File: src/design/usp_pkg.sv
// Behaviour
// - transmitter and receiver run independently and concurrently in the uart modes
// - uart modes: receiver shifts a new character while the previous one waits unread
// - a newly completed character overwrites an unread earlier one
// - buffer address: write loads transmitter, read returns separate receive register
// - control bits 7:6 select shift, 8-bit uart, fixed 9-bit, variable 9-bit
// - shift-register mode bit clock is core clock divided by two
// - fixed 9-bit mode bit rate is core clock over 32 or 16
// - 8-bit uart with filter set: no receive-full flag on bad stop bit
// - 9-bit modes with filter set: no receive-full flag when ninth bit is 0
// - receive enable set allows reception, clear disables it
// - 9-bit modes send the transmit ninth-bit field as ninth bit
// - receive ninth-bit field takes ninth bit, or stop bit in 8-bit uart
// - transmit-done set after 8th bit in shift mode, at stop start otherwise
// - receive-full set after 8th bit in shift mode, mid stop bit otherwise
// - shift mode: data both ways on receive pin, clock out on transmit pin
// - shift mode: buffer write shifts out eight bits, lsb first
// - shift mode: receive starts when enable is 1 and receive-full is 0
// - 8-bit uart frame: start 0, eight data lsb first, stop 1
// - 9-bit frame: start, eight data, ninth bit, stop: eleven bits
// - fixed 9-bit mode: doubler set gives divide by 16, clear by 32
// - uart modes: reception begins on a start bit while enable is set
package usp_pkg;

  localparam logic [7:0] CTRL_ADDR     = 8'h98;
  localparam logic [7:0] BUF_ADDR      = 8'h99;
  localparam logic [7:0] CTRL_RST      = 8'h00;
  localparam logic [7:0] UNMAPPED_READ = 8'h00;

  localparam logic [3:0] TICK_MID  = 4'h7;
  localparam logic [3:0] TICK_LAST = 4'hf;

  localparam logic [2:0] SHIFT_LAST  = 3'h7;
  localparam logic [3:0] TX_BITS_8   = 4'ha;
  localparam logic [3:0] TX_BITS_9   = 4'hb;
  localparam logic [3:0] RX_STOP_8   = 4'h9;
  localparam logic [3:0] RX_STOP_9   = 4'ha;

  typedef enum logic [1:0] {
    MODE_SHIFT = 2'b00,
    MODE_UART8 = 2'b01,
    MODE_FIX9  = 2'b10,
    MODE_VAR9  = 2'b11
  } usp_mode_t;

  typedef struct packed {
    logic mode_select_high;
    logic mode_select_low;
    logic address_filter_enable;
    logic rx_enable;
    logic tx_ninth_bit;
    logic rx_ninth_bit;
    logic tx_done_flag;
    logic rx_full_flag;
  } usp_ctrl_t;

  typedef struct packed {
    logic [7:0] addr;
    logic [7:0] wdata;
    logic       wr;
    logic       rd;
  } usp_sfr_req_t;

  typedef struct packed {
    logic [3:0] cnt;
    logic       mid;
    logic       fin;
  } usp_timer_t;

  typedef struct packed {
    usp_ctrl_t   ctrl;
    logic [7:0]  rx_buf;
    logic [7:0]  rdata;
    logic        div;
    logic        rxd_s1;
    logic        rxd_s2;
    logic        rxd_prev;
    logic        sh_busy;
    logic        sh_tx;
    logic        sh_ph;
    logic [2:0]  sh_cnt;
    logic [7:0]  sh_reg;
    logic        tx_busy;
    logic [10:0] tx_sh;
    logic [3:0]  tx_left;
    logic        txd;
    logic        rx_busy;
    logic [3:0]  rx_cnt;
    logic [8:0]  rx_sh;
    logic        rxd_o;
    logic        rxd_oe_b;
  } usp_state_t;

  localparam usp_state_t STATE_RST = '{
    ctrl:     usp_ctrl_t'(CTRL_RST),
    rxd_s1:   1'b1,
    rxd_s2:   1'b1,
    rxd_prev: 1'b1,
    txd:      1'b1,
    rxd_o:    1'b1,
    rxd_oe_b: 1'b1,
    default:  '0
  };

endpackage : usp_pkg

File: src/design/usp_bit_timer.sv
`timescale 1ns/1ns
module usp_bit_timer (
  input  wire logic i_mclk,
  input  wire logic i_rst_b,
  input  wire logic i_restart,
  input  wire logic i_tick,
  output logic      o_mid,
  output logic      o_end
);

  usp_pkg::usp_timer_t q;
  usp_pkg::usp_timer_t d;

  // sixteen oversample ticks per bit
  always_comb begin
    d     = q;
    d.mid = 1'b0;
    d.fin = 1'b0;
    if (i_restart) begin
      d.cnt = 4'h0;
    end else if (i_tick) begin
      d.mid = (q.cnt == usp_pkg::TICK_MID);
      d.fin = (q.cnt == usp_pkg::TICK_LAST);
      d.cnt = 4'(q.cnt + 4'h1);
    end
  end

  always_ff @(posedge i_mclk or negedge i_rst_b) begin
    if (!i_rst_b) begin
      q <= '0;
    end else begin
      q <= d;
    end
  end

  assign o_mid = q.mid;
  assign o_end = q.fin;

endmodule : usp_bit_timer

File: src/design/usp_serial_port.sv
`timescale 1ns/1ns
module usp_serial_port (
  input  wire logic                  i_mclk,
  input  wire logic                  i_rst_b,
  input  wire usp_pkg::usp_sfr_req_t i_sfr,
  input  wire logic                  i_baud_doubler,
  input  wire logic                  i_baud_tick16,
  input  wire logic                  i_rxd,
  output logic [7:0]                 o_sfr_rdata,
  output logic                       o_rxd,
  output logic                       o_rxd_oe_b,
  output logic                       o_txd
);

  usp_pkg::usp_state_t q;
  usp_pkg::usp_state_t d;

  logic              wr_ctrl;
  logic              wr_buf;
  usp_pkg::usp_mode_t mode;
  logic              is_shift;
  logic              nine_bit;
  logic              tick16;
  logic              tx_mid_unused;
  logic              tx_end;
  logic              rx_mid;
  logic              rx_end_unused;
  logic              tx_load;
  logic              tx_stop_next;
  logic              rx_start;
  logic              rx_at_stop;
  logic              rx_ninth;
  logic [7:0]        rx_data;
  logic              rx_accept;
  logic              sh_start_tx;
  logic              sh_start_rx;
  logic              sh_done;
  logic [7:0]        sh_next;
  logic              ti_set;
  logic              ri_set;

  function automatic logic addr_hit(input logic [7:0] addr, input logic [7:0] target);
    addr_hit = (addr == target);
  endfunction : addr_hit

  assign wr_ctrl  = i_sfr.wr && addr_hit(i_sfr.addr, usp_pkg::CTRL_ADDR);
  assign wr_buf   = i_sfr.wr && addr_hit(i_sfr.addr, usp_pkg::BUF_ADDR);
  assign mode     = usp_pkg::usp_mode_t'({q.ctrl.mode_select_high,
                                          q.ctrl.mode_select_low});
  assign is_shift = (mode == usp_pkg::MODE_SHIFT);
  assign nine_bit = (mode == usp_pkg::MODE_FIX9) || (mode == usp_pkg::MODE_VAR9);

  // fixed 9-bit mode: tick every 2 clocks (/32) or every clock (/16)
  assign tick16 = (mode == usp_pkg::MODE_FIX9) ? (i_baud_doubler || q.div)
                                               : i_baud_tick16;

  // separate bit timers keep the two directions apart
  usp_bit_timer u_tx_timer (
    .i_mclk    (i_mclk),
    .i_rst_b   (i_rst_b),
    .i_restart (tx_load),
    .i_tick    (tick16),
    .o_mid     (tx_mid_unused),
    .o_end     (tx_end)
  );

  usp_bit_timer u_rx_timer (
    .i_mclk    (i_mclk),
    .i_rst_b   (i_rst_b),
    .i_restart (rx_start),
    .i_tick    (tick16),
    .o_mid     (rx_mid),
    .o_end     (rx_end_unused)
  );

  // uart transmitter
  assign tx_load      = wr_buf && !is_shift && !q.tx_busy;
  assign tx_stop_next = q.tx_busy && tx_end && (q.tx_left == 4'h2);

  // uart receiver
  assign rx_start   = !q.rx_busy && q.rxd_prev && !q.rxd_s2 &&
                      q.ctrl.rx_enable && !is_shift;
  assign rx_at_stop = q.rx_busy && rx_mid && q.ctrl.rx_enable && !is_shift &&
                      (q.rx_cnt == (nine_bit ? usp_pkg::RX_STOP_9 : usp_pkg::RX_STOP_8));
  assign rx_ninth   = nine_bit ? q.rx_sh[8] : q.rxd_s2;
  assign rx_data    = nine_bit ? q.rx_sh[7:0] : q.rx_sh[8:1];
  // filter: 8-bit needs a good stop, 9-bit needs ninth bit set
  assign rx_accept  = rx_at_stop &&
                      (!q.ctrl.address_filter_enable || rx_ninth);

  // shift-register mode engine
  assign sh_start_tx = is_shift && !q.sh_busy && wr_buf;
  assign sh_start_rx = is_shift && !q.sh_busy && !wr_buf &&
                       q.ctrl.rx_enable && !q.ctrl.rx_full_flag;
  assign sh_done     = q.sh_busy && q.sh_ph && (q.sh_cnt == usp_pkg::SHIFT_LAST);
  assign sh_next     = {q.sh_tx ? 1'b1 : q.rxd_s2, q.sh_reg[7:1]};

  assign ti_set = (sh_done && q.sh_tx) || tx_stop_next;
  assign ri_set = (sh_done && !q.sh_tx) || rx_accept;

  always_comb begin
    d          = q;
    d.div      = ~q.div;
    d.rxd_s1   = i_rxd;
    d.rxd_s2   = q.rxd_s1;
    d.rxd_prev = q.rxd_s2;

    if (wr_ctrl) begin
      d.ctrl = usp_pkg::usp_ctrl_t'(i_sfr.wdata);
    end
    // hardware set wins over a software clear in the same cycle
    if (ti_set) begin
      d.ctrl.tx_done_flag = 1'b1;
    end
    if (ri_set) begin
      d.ctrl.rx_full_flag = 1'b1;
    end

    if (i_sfr.rd) begin
      if (addr_hit(i_sfr.addr, usp_pkg::CTRL_ADDR)) begin
        d.rdata = q.ctrl;
      end else if (addr_hit(i_sfr.addr, usp_pkg::BUF_ADDR)) begin
        d.rdata = q.rx_buf;
      end else begin
        d.rdata = usp_pkg::UNMAPPED_READ;
      end
    end

    // shift-register mode: clock on txd, data both ways on rxd
    if (sh_start_tx || sh_start_rx) begin
      d.sh_busy  = 1'b1;
      d.sh_tx    = sh_start_tx;
      d.sh_ph    = 1'b0;
      d.sh_cnt   = 3'h0;
      d.sh_reg   = sh_start_tx ? i_sfr.wdata : q.sh_reg;
      d.txd      = 1'b0;
      d.rxd_o    = sh_start_tx ? i_sfr.wdata[0] : 1'b1;
      d.rxd_oe_b = !sh_start_tx;
    end else if (q.sh_busy) begin
      if (!q.sh_ph) begin
        d.sh_ph = 1'b1;
        d.txd   = 1'b1;
      end else if (sh_done) begin
        d.sh_busy  = 1'b0;
        d.rxd_o    = 1'b1;
        d.rxd_oe_b = 1'b1;
        if (!q.sh_tx) begin
          d.rx_buf = sh_next;
        end
      end else begin
        d.sh_ph  = 1'b0;
        d.sh_cnt = 3'(q.sh_cnt + 3'h1);
        d.sh_reg = sh_next;
        d.txd    = 1'b0;
        d.rxd_o  = sh_next[0];
      end
    end

    // uart transmit: start, data lsb first, [ninth], stop
    if (tx_load) begin
      d.tx_busy = 1'b1;
      d.tx_sh   = {1'b1, nine_bit ? q.ctrl.tx_ninth_bit : 1'b1,
                   i_sfr.wdata, 1'b0};
      d.tx_left = nine_bit ? usp_pkg::TX_BITS_9 : usp_pkg::TX_BITS_8;
      d.txd     = 1'b0;
    end else if (q.tx_busy && tx_end) begin
      if (q.tx_left == 4'h1) begin
        d.tx_busy = 1'b0;
        d.txd     = 1'b1;
      end else begin
        d.tx_sh   = {1'b1, q.tx_sh[10:1]};
        d.tx_left = 4'(q.tx_left - 4'h1);
        d.txd     = q.tx_sh[1];
      end
    end

    // uart receive, sampled mid bit
    if (rx_start) begin
      d.rx_busy = 1'b1;
      d.rx_cnt  = 4'h0;
    end else if (q.rx_busy) begin
      if (!q.ctrl.rx_enable || is_shift) begin
        d.rx_busy = 1'b0;
      end else if (rx_mid) begin
        if (q.rx_cnt == 4'h0 && q.rxd_s2) begin
          d.rx_busy = 1'b0;
        end else if (rx_at_stop) begin
          d.rx_busy = 1'b0;
        end else begin
          d.rx_sh  = {q.rxd_s2, q.rx_sh[8:1]};
          d.rx_cnt = 4'(q.rx_cnt + 4'h1);
        end
      end
    end
    if (rx_accept) begin
      d.rx_buf            = rx_data;
      d.ctrl.rx_ninth_bit = rx_ninth;
    end
  end

  always_ff @(posedge i_mclk or negedge i_rst_b) begin
    if (!i_rst_b) begin
      q <= usp_pkg::STATE_RST;
    end else begin
      q <= d;
    end
  end

  assign o_sfr_rdata = q.rdata;
  assign o_rxd       = q.rxd_o;
  assign o_rxd_oe_b  = q.rxd_oe_b;
  assign o_txd       = q.txd;

  property p_ti_sticky;
    @(posedge i_mclk) disable iff (!i_rst_b)
      $past(q.ctrl.tx_done_flag) && !$past(wr_ctrl) |-> q.ctrl.tx_done_flag;
  endproperty
  a_ti_sticky: assert property (p_ti_sticky) else $error("done flag dropped");

  property p_ri_sticky;
    @(posedge i_mclk) disable iff (!i_rst_b)
      q.ctrl.rx_full_flag && !wr_ctrl |=> q.ctrl.rx_full_flag;
  endproperty
  a_ri_sticky: assert property (p_ri_sticky) else $error("full flag dropped");

  property p_shift_clock;
    @(posedge i_mclk) disable iff (!i_rst_b)
      q.sh_busy && $past(q.sh_busy) |-> q.txd != $past(q.txd);
  endproperty
  a_shift_clock: assert property (p_shift_clock) else $error("shift clock not /2");

  property p_shift_len;
    @(posedge i_mclk) disable iff (!i_rst_b)
      $rose(q.sh_busy) |-> q.sh_busy [*8] ##1 q.sh_busy [*8] ##1 !q.sh_busy;
  endproperty
  a_shift_len: assert property (p_shift_len) else $error("shift transfer length wrong");

  property p_shift_rx_gate;
    @(posedge i_mclk) disable iff (!i_rst_b)
      $rose(q.sh_busy) && !q.sh_tx |-> $past(q.ctrl.rx_enable) && !$past(q.ctrl.rx_full_flag);
  endproperty
  a_shift_rx_gate: assert property (p_shift_rx_gate) else $error("shift rx start gated wrong");

  property p_ren_off;
    @(posedge i_mclk) disable iff (!i_rst_b)
      !q.ctrl.rx_enable ##1 !q.ctrl.rx_enable |-> !q.rx_busy;
  endproperty
  a_ren_off: assert property (p_ren_off) else $error("receive while disabled");

  property p_tx_start;
    @(posedge i_mclk) disable iff (!i_rst_b)
      tx_load |=> !q.txd && q.tx_busy && q.tx_sh[0] == 1'b0;
  endproperty
  a_tx_start: assert property (p_tx_start) else $error("no start bit");

  property p_overwrite;
    @(posedge i_mclk) disable iff (!i_rst_b)
      rx_accept |=> q.rx_buf == $past(rx_data) && q.ctrl.rx_full_flag;
  endproperty
  a_overwrite: assert property (p_overwrite) else $error("received byte not stored");

  property p_filter;
    @(posedge i_mclk) disable iff (!i_rst_b)
      rx_at_stop && q.ctrl.address_filter_enable && !rx_ninth && !q.ctrl.rx_full_flag
      && !wr_ctrl |=> !q.ctrl.rx_full_flag;
  endproperty
  a_filter: assert property (p_filter) else $error("filtered frame set full flag");

  property p_ti_at_stop;
    @(posedge i_mclk) disable iff (!i_rst_b)
      tx_stop_next |=> q.txd && q.ctrl.tx_done_flag && q.tx_left == 4'h1;
  endproperty
  a_ti_at_stop: assert property (p_ti_at_stop) else $error("done flag not at stop");

  property p_rd_ctrl;
    @(posedge i_mclk) disable iff (!i_rst_b)
      i_sfr.rd && (i_sfr.addr == usp_pkg::CTRL_ADDR) |=> q.rdata == $past(q.ctrl);
  endproperty
  a_rd_ctrl: assert property (p_rd_ctrl) else $error("control read wrong");

  property p_rd_buf;
    @(posedge i_mclk) disable iff (!i_rst_b)
      i_sfr.rd && (i_sfr.addr == usp_pkg::BUF_ADDR) |=> q.rdata == $past(q.rx_buf);
  endproperty
  a_rd_buf: assert property (p_rd_buf) else $error("buffer read not receive reg");

  property p_shift_oe;
    @(posedge i_mclk) disable iff (!i_rst_b)
      q.sh_busy && q.sh_tx |-> !q.rxd_oe_b;
  endproperty
  a_shift_oe: assert property (p_shift_oe) else $error("shift tx not driving data pin");

  property p_oe_idle;
    @(posedge i_mclk) disable iff (!i_rst_b)
      !q.sh_busy |-> q.rxd_oe_b;
  endproperty
  a_oe_idle: assert property (p_oe_idle) else $error("data pin driven while idle");

  property p_txd_idle;
    @(posedge i_mclk) disable iff (!i_rst_b)
      !q.sh_busy && !q.tx_busy |-> q.txd;
  endproperty
  a_txd_idle: assert property (p_txd_idle) else $error("transmit pin not idle high");

  property p_tx_ninth;
    @(posedge i_mclk) disable iff (!i_rst_b)
      tx_load && nine_bit |=> q.tx_sh[9] == $past(q.ctrl.tx_ninth_bit);
  endproperty
  a_tx_ninth: assert property (p_tx_ninth) else $error("ninth bit not loaded");

  property p_tx_len;
    @(posedge i_mclk) disable iff (!i_rst_b)
      tx_load |=> q.tx_left == ($past(nine_bit) ? usp_pkg::TX_BITS_9 : usp_pkg::TX_BITS_8);
  endproperty
  a_tx_len: assert property (p_tx_len) else $error("frame length wrong");

  property p_stop_to_rb8;
    @(posedge i_mclk) disable iff (!i_rst_b)
      rx_accept && (mode == usp_pkg::MODE_UART8) |=> q.ctrl.rx_ninth_bit == $past(q.rxd_s2);
  endproperty
  a_stop_to_rb8: assert property (p_stop_to_rb8) else $error("stop bit not captured");

  property p_filter8;
    @(posedge i_mclk) disable iff (!i_rst_b)
      rx_at_stop && (mode == usp_pkg::MODE_UART8) && q.ctrl.address_filter_enable &&
      !q.rxd_s2 && !q.ctrl.rx_full_flag && !wr_ctrl |=> !q.ctrl.rx_full_flag;
  endproperty
  a_filter8: assert property (p_filter8) else $error("bad stop set full flag");

  property p_shift_done_flags;
    @(posedge i_mclk) disable iff (!i_rst_b)
      sh_done |=> ($past(q.sh_tx) ? q.ctrl.tx_done_flag : q.ctrl.rx_full_flag);
  endproperty
  a_shift_done_flags: assert property (p_shift_done_flags) else $error("shift flag missing");

endmodule : usp_serial_port

File: config.mk
export PLATFORM = sky130hd
export DESIGN_NAME = usp_serial_port
export DESIGN_NICKNAME = d
export VERILOG_FILES = /design/src/design/usp_pkg.sv /design/src/design/usp_bit_timer.sv /design/src/design/usp_serial_port.sv
export SDC_FILE = /design/constraint.sdc
export NUM_CORES = 1
export LEC_CHECK = 0
export BUFFER_PORTS_ARGS = -buffer_cell sky130_fd_sc_hd__clkbuf_2
export CORE_MARGIN = 3
export CORE_UTILIZATION = 40
export DETAILED_ROUTE_END_ITERATION = 10
export PLACE_DENSITY = 0.66
export SYNTH_ARGS = -nofsm -noshare
export SYNTH_HDL_FRONTEND = slang
export SYNTH_HIERARCHICAL = 1
export SYNTH_SLANG_ARGS = --single-unit
export TNS_END_PERCENT = 100
File: constraint.sdc
create_clock -name i_mclk -period 2.61 [get_ports i_mclk]
set_clock_uncertainty 0.05 [all_clocks]
set_input_delay 0.522 -clock i_mclk [delete_from_list [all_inputs] [get_ports i_mclk]]
set_output_delay 0.522 -clock i_mclk [all_outputs]
set_load 0.05 [all_outputs]
Yosys cells after proc, flatten, opt, wreduce, memory -nomap -nowiden

Cells that the tools add are included.

Bits in writable memories: 0
Word-level logic and storage cells: 193
Latch bits: 0
Memories: 0
Input port bits: 23
Bits in registers: 85
Output and inout port bits: 11
ROM bits: 0

Bitwise logic cells: 5
Reduce and logical (&&, ||, !) cells: 71
Multipliers: 0
Equal/unequal tests: 21
Shifts and indexed selects: 0
Multiplexer cells: 59
Add/sub/neg operators: 5
Magnitude comparators: 0
Div/mod/pow operators: 0

Operator list:

| operator                                                        | count |
|---|---|
| 8-bit two-way mux                                               | 10 |
| 13-bit two-way mux                                              | 3 |
| 12-bit two-way mux                                              | 3 |
| 17-bit two-way mux                                              | 2 |
| 2-bit nonzero test                                              | 15 |
| 14-bit two-way mux                                              | 2 |
| 1-bit two-way mux                                               | 26 |
| 1-bit logical AND                                               | 25 |
| 8-bit == test, second input constant                            | 2 |
| 15-bit two-way mux                                              | 1 |
| 4-bit by 1-bit adder with 4-bit output, second input constant   | 3 |
| 6-bit two-way mux                                               | 2 |
| 2-bit != test, second input constant                            | 6 |
| 1-bit zero test                                                 | 11 |
| 11-bit two-way mux                                              | 1 |
| 2-bit two-way mux                                               | 5 |
| 5-bit AND reduction                                             | 2 |
| 4-bit by 3-bit == test with 1-bit output, second input constant | 2 |
| 4-bit == test, second input constant                            | 2 |
| 4-bit two-way mux                                               | 2 |
| 2-bit AND reduction                                             | 4 |
| 1-bit logical OR                                                | 7 |
| 3-bit AND reduction                                             | 2 |
| 6-bit AND reduction                                             | 1 |
| other kinds (16)                                                | 22 |

Logic depth before layout (Yosys ltp)

Depth after elaboration: 11
Mapped depth: 7
Mapped depth without buffers: 6

Modules after synthesis

The synthesis kept the hierarchy.

By module, submodules not included:

| module          | area an instance (um2) | seq. area each (um2) | times used | cells an instance |
|---|---|---|---|---|
| usp_serial_port | 3,669.8                | 1,834.3              | 1          | 323 |
| usp_bit_timer   | 294.0                  | 150.1                | 2          | 22 |

Worst setup path before layout

OpenSTA, ideal clock, no wires.

Kind: input to register
From: input port i_sfr[16] (netlist bit)
To: register q[17] (netlist bit)
Required time: 2,422 ps
Library setup time: 138 ps
Setup slack: 560 ps
Arrival: 1,862 ps
Cell stages on the path: 5
Buffers on the path: 1
Path through: nand4bb_4 -> nor4_2 -> nand2b_1 -> buf_2 -> o221ai_1

Word-level cells in the longest chain between the ends: 6
Elaborated cells between the ends (all ways): 8
Classes of those cells: eq/ne: 2; mux: 1; reduce/logical: 5

Ends and longest elaborated chain:

| what                                                                 | RTL line               | text |
|---|---|---|
| from (decl)                                                          | usp_serial_port.sv:5   | `input wire usp_pkg::usp_sfr_req_t i_sfr,` |
| 8-bit == test *                                                      | usp_serial_port.sv:43  | `addr_hit = (addr == target);` |
| 1-bit logical AND *                                                  | usp_serial_port.sv:47  | `assign wr_buf = i_sfr.wr && addr_hit(i_sfr.addr, usp_pkg::BUF_ADDR);` |
| 1-bit logical AND * (2 in a row)                                     | usp_serial_port.sv:77  | `assign tx_load = wr_buf && !is_shift && !q.tx_busy;` |
| 2-bit != test (no source line) or 2-bit nonzero test (tied branches) | --                     |  |
| 2-bit AND reduction (no source line)                                 | --                     |  |
| to (signal assigned)                                                 | usp_serial_port.sv:203 | `q <= usp_pkg::STATE_RST;` |
| to (decl)                                                            | usp_serial_port.sv:15  | `usp_pkg::usp_state_t q;` |

Mark *: on every way between the ends. The rest lies on a longest branch, timed or not.
A chain may end at the register's enable or synchronous reset.

Worst setup path in the final report

From: register q[11] (netlist bit)
To: register q[2] (netlist bit)

Word-level cells in the longest chain between the ends: 4
Elaborated cells between the ends (all ways): 7
Classes of those cells: eq/ne: 1; bitwise: 2; reduce/logical: 4

Ends and longest elaborated chain:

| what                                             | RTL line |
|---|---|
| 4-bit == test or 4-bit zero test (tied branches) | usp_serial_port.sv:84, usp_serial_port.sv:185 |
| 1-bit logical AND (on tied branches)             | usp_serial_port.sv:83, usp_serial_port.sv:185 |
| 1-bit NOT (no source line)                       | -- |
| 6-bit AND reduction (no source line) *           | -- |

Marks and branches as above.

==> flow_summary_export.csv <==
group,metric,value,unit
outcome,status,"complete, no violations",
layout,seq_area,2080,um^2
worst_hold_path,hold_class,"input pin to async pin",
power_and_ir_drop,finalPower,3.25,mW
sta,drv_slew,0,
drt,routed_wl,8.46,mm
layout,fin_nets,429,
clocking,clkLatencyLatePin,0.35,ns
global_route,grt_pass1_vias,2907,
drt,ant_nets,0,
sta,finalHoldViolations,0,
worst_setup_path,critPathKind,"flop to flop",
sta,fin_ws,0.554,ns
place,gp_congestion,0.772,
drt,vias,2856,
worst_setup_path,cpLargestDelayFamily,"simple AND/OR/NAND/NOR gates",
global_route,antenna_found_initial,0,
clocking,ctsHoldBuffers,0,
clocking,clockBufferDepth,2,
worst_setup_path,crit_required,2.80,ns
clocking,htree_levels,3,
clocking,cts_setup_buffers,0,
drt,wire_per_inst,15.8,um
sta,min_period,2.06,ns
clocking,cts.sinks,83,
worst_setup_path,critPathBufInv,1,
global_route,grt_pass1_wl,14.4,mm
place,dp_slack,0.314,ns
worst_setup_path,reg2reg_depth,6,
worst_setup_path,rrSetupSlack,0.55,ns
place,port_buffers,33,
global_route,track_usage,0.156,
synth,syn_inst,363,
floorplanning,die_w,108,um
floorplanning,io_pins,34,
power_and_ir_drop,seqPwrFrac,0.517,
worst_setup_path,reg2reg_to,"q[2]$_DFFE_PN0P_",
worst_setup_path,crit_path_max_fanout,9,
sta,max_freq,486,MHz
synth,synth.avg_cell_area,11.5,um^2
clocking,clockRootBuffer,"clkbuf_8",
floorplanning,die_h,108,um
sta,fin_crit_sh,0.788,
sta,max_slew_margin,0.612,
layout,multi_input_area,1910,um^2
synth,syn-num-nets,395,
layout,fillers,914,
layout,fin_util,0.470,
synth,netlist_area,4190,um^2
floorplanning,dieArea,11700,um^2
floorplanning,start_util,0.421,
power_and_ir_drop,power_switching_share,0.300,
worst_setup_path,slowest_stage,"dfrtp_1",
clocking,cts_tree,"yes",
power_and_ir_drop,p_leak,2.23,nW
global_route,grt_max_degree,45,
layout,num_antenna_cells,0,
floorplanning,row_count,36,
layout,drive_above_1_share,0.251,
sta,hold-worst-slack,0.0809,ns
sta,rsz0062_at_grt,"false",
clocking,cts_buffers,9,
power_and_ir_drop,powerDensity,695,nW/um^2
power_and_ir_drop,vdd_drop_max,0.450,mV
worst_setup_path,critPathArrivalTime,2.25,ns
drt,drt_iter0_markers,111,
place,place_hpwl,5.91,mm
drt,via_per_inst,5.34,
clocking,clk_pin_slew_worst_paths,0.09,ns
sta,tightest_slew,0.581,ns
power_and_ir_drop,p_sw,0.976,mW
worst_setup_path,rr_startpoint,"q[11]$_DFFE_PN0P_",
worst_setup_path,worstPathCellList,"inv_1 > ha_1 > and4bb_2 > nor2_1 > nand2_1 > mux2_1",
global_route,grt-ovfl-total,0,
synth,yosys_warnings,6,
sta,setup_violations,0,
worst_setup_path,cp-start-kind,"flop",
layout,area_growth_syn_to_layout,11.8,%
floorplanning,core_area,9950,um^2
sta,tns,0,ns
power_and_ir_drop,clockPowerShare,0.283,
drt,route.detailed.drc,0,
worst_setup_path,cpPeakStageDelay,0.43,ns
power_and_ir_drop,internal_power,2.28,mW
clocking,cts_resized,0,
worst_setup_path,cp-end-kind,"flop",
run,max_cap_violations,0,
worst_setup_path,cp.depth,6,
power_and_ir_drop,combPwrFrac,0.200,
drt,drtPass1Iterations,4,
-- worst register-to-register path, cell delays in order (launching register included) --
cell      delay (ns)
dfrtp_1         0.43
inv_1           0.09
ha_1            0.19
and4bb_2        0.25
nor2_1          0.25
nand2_1         0.30
mux2_1          0.39
-- area by class of cell --
class / count / share of cell area
Tap cell: 133 / 0.0355
Clock buffer: 10 / 0.0273
Clock inverter: 6 / 0.0139
Multi-Input combinational cell: 245 / 0.408
Inverter: 10 / 0.00801
Sequential cell: 83 / 0.445
Timing Repair Buffer: 48 / 0.0625
-- power groups by stage --
| stage | clock network (mW) | registers, mW | logic (mW) |
|---|---|---|---|
| floorplan | 0 | 1.69 | 0.489 |
| global placement | 0 | 1.69 | 0.629 |
| detailed placement | 0 | 1.70 | 0.650 |
| CTS | 0.940 | 1.68 | 0.660 |
| global route | 0.986 | 1.71 | 0.733 |
| finish | 0.921 | 1.68 | 0.651 |
-- layout by cell type (no fill, tap or decap), types with 4 or more instances in the layout --
| master | instances |
|---|---|
| nor2_1 | 36 |
| mux2_4 | 8 |
| mux2i_1 | 39 |
| ha_1 | 9 |
| dfstp_2 | 6 |
| dfrtp_1 | 77 |
| inv_1 | 10 |
| nand2_1 | 17 |
| o221a_1 | 6 |
| buf_4 | 15 |
| clkbuf_2 | 32 |
| o21ai_0 | 6 |
| a21oi_1 | 19 |
| xnor2_1 | 4 |
| mux2_2 | 8 |
| or3_1 | 11 |
| nor2b_1 | 6 |
| a22oi_1 | 8 |
| clkbuf_8 | 9 |
| nand2b_1 | 4 |
| nand3_1 | 8 |
-- worst max-delay path by stage --
stage / start / to
floorplan: i_sfr[16] / q[17]$_DFFE_PN0P_
global placement: i_sfr[11] / mode[0]$_DFFE_PN0P_
detailed placement: i_sfr[11] / mode[0]$_DFFE_PN0P_
CTS: q[11]$_DFFE_PN0P_ / q[2]$_DFFE_PN0P_
global route: q[11]$_DFFE_PN0P_ / q[2]$_DFFE_PN0P_
finish: q[11]$_DFFE_PN0P_ / q[2]$_DFFE_PN0P_
-- through the flow --
step	instance area, um^2	instances
floorplan	4190	363
global route	4680	535
finish	4680	535
CTS	4680	535
detailed placement	4490	519
global placement	4490	519
-- flip-flops by register name, indices dropped and copies added, names as in the netlist, 2 cells and up --
signal / flops
q: 58
o_sfr_rdata: 8
u_rx_timer/q: 4
u_tx_timer/q: 4
d: 2
mode: 2
-- per-layer routing --
| metal | vias to the layer above | routed length, um | track usage |
|---|---|---|---|
| li1 | 1379 | - | - |
| met1 | 1415 | 4020 | 0.214 |
| met2 | 49 | 3940 | 0.245 |
| met3 | 13 | 363 | 0.0370 |
| met4 | 0 | 137 | 0.0469 |
| met5 | - | 0 | 0 |
Note: power is estimated with default switching activity, not from simulation.
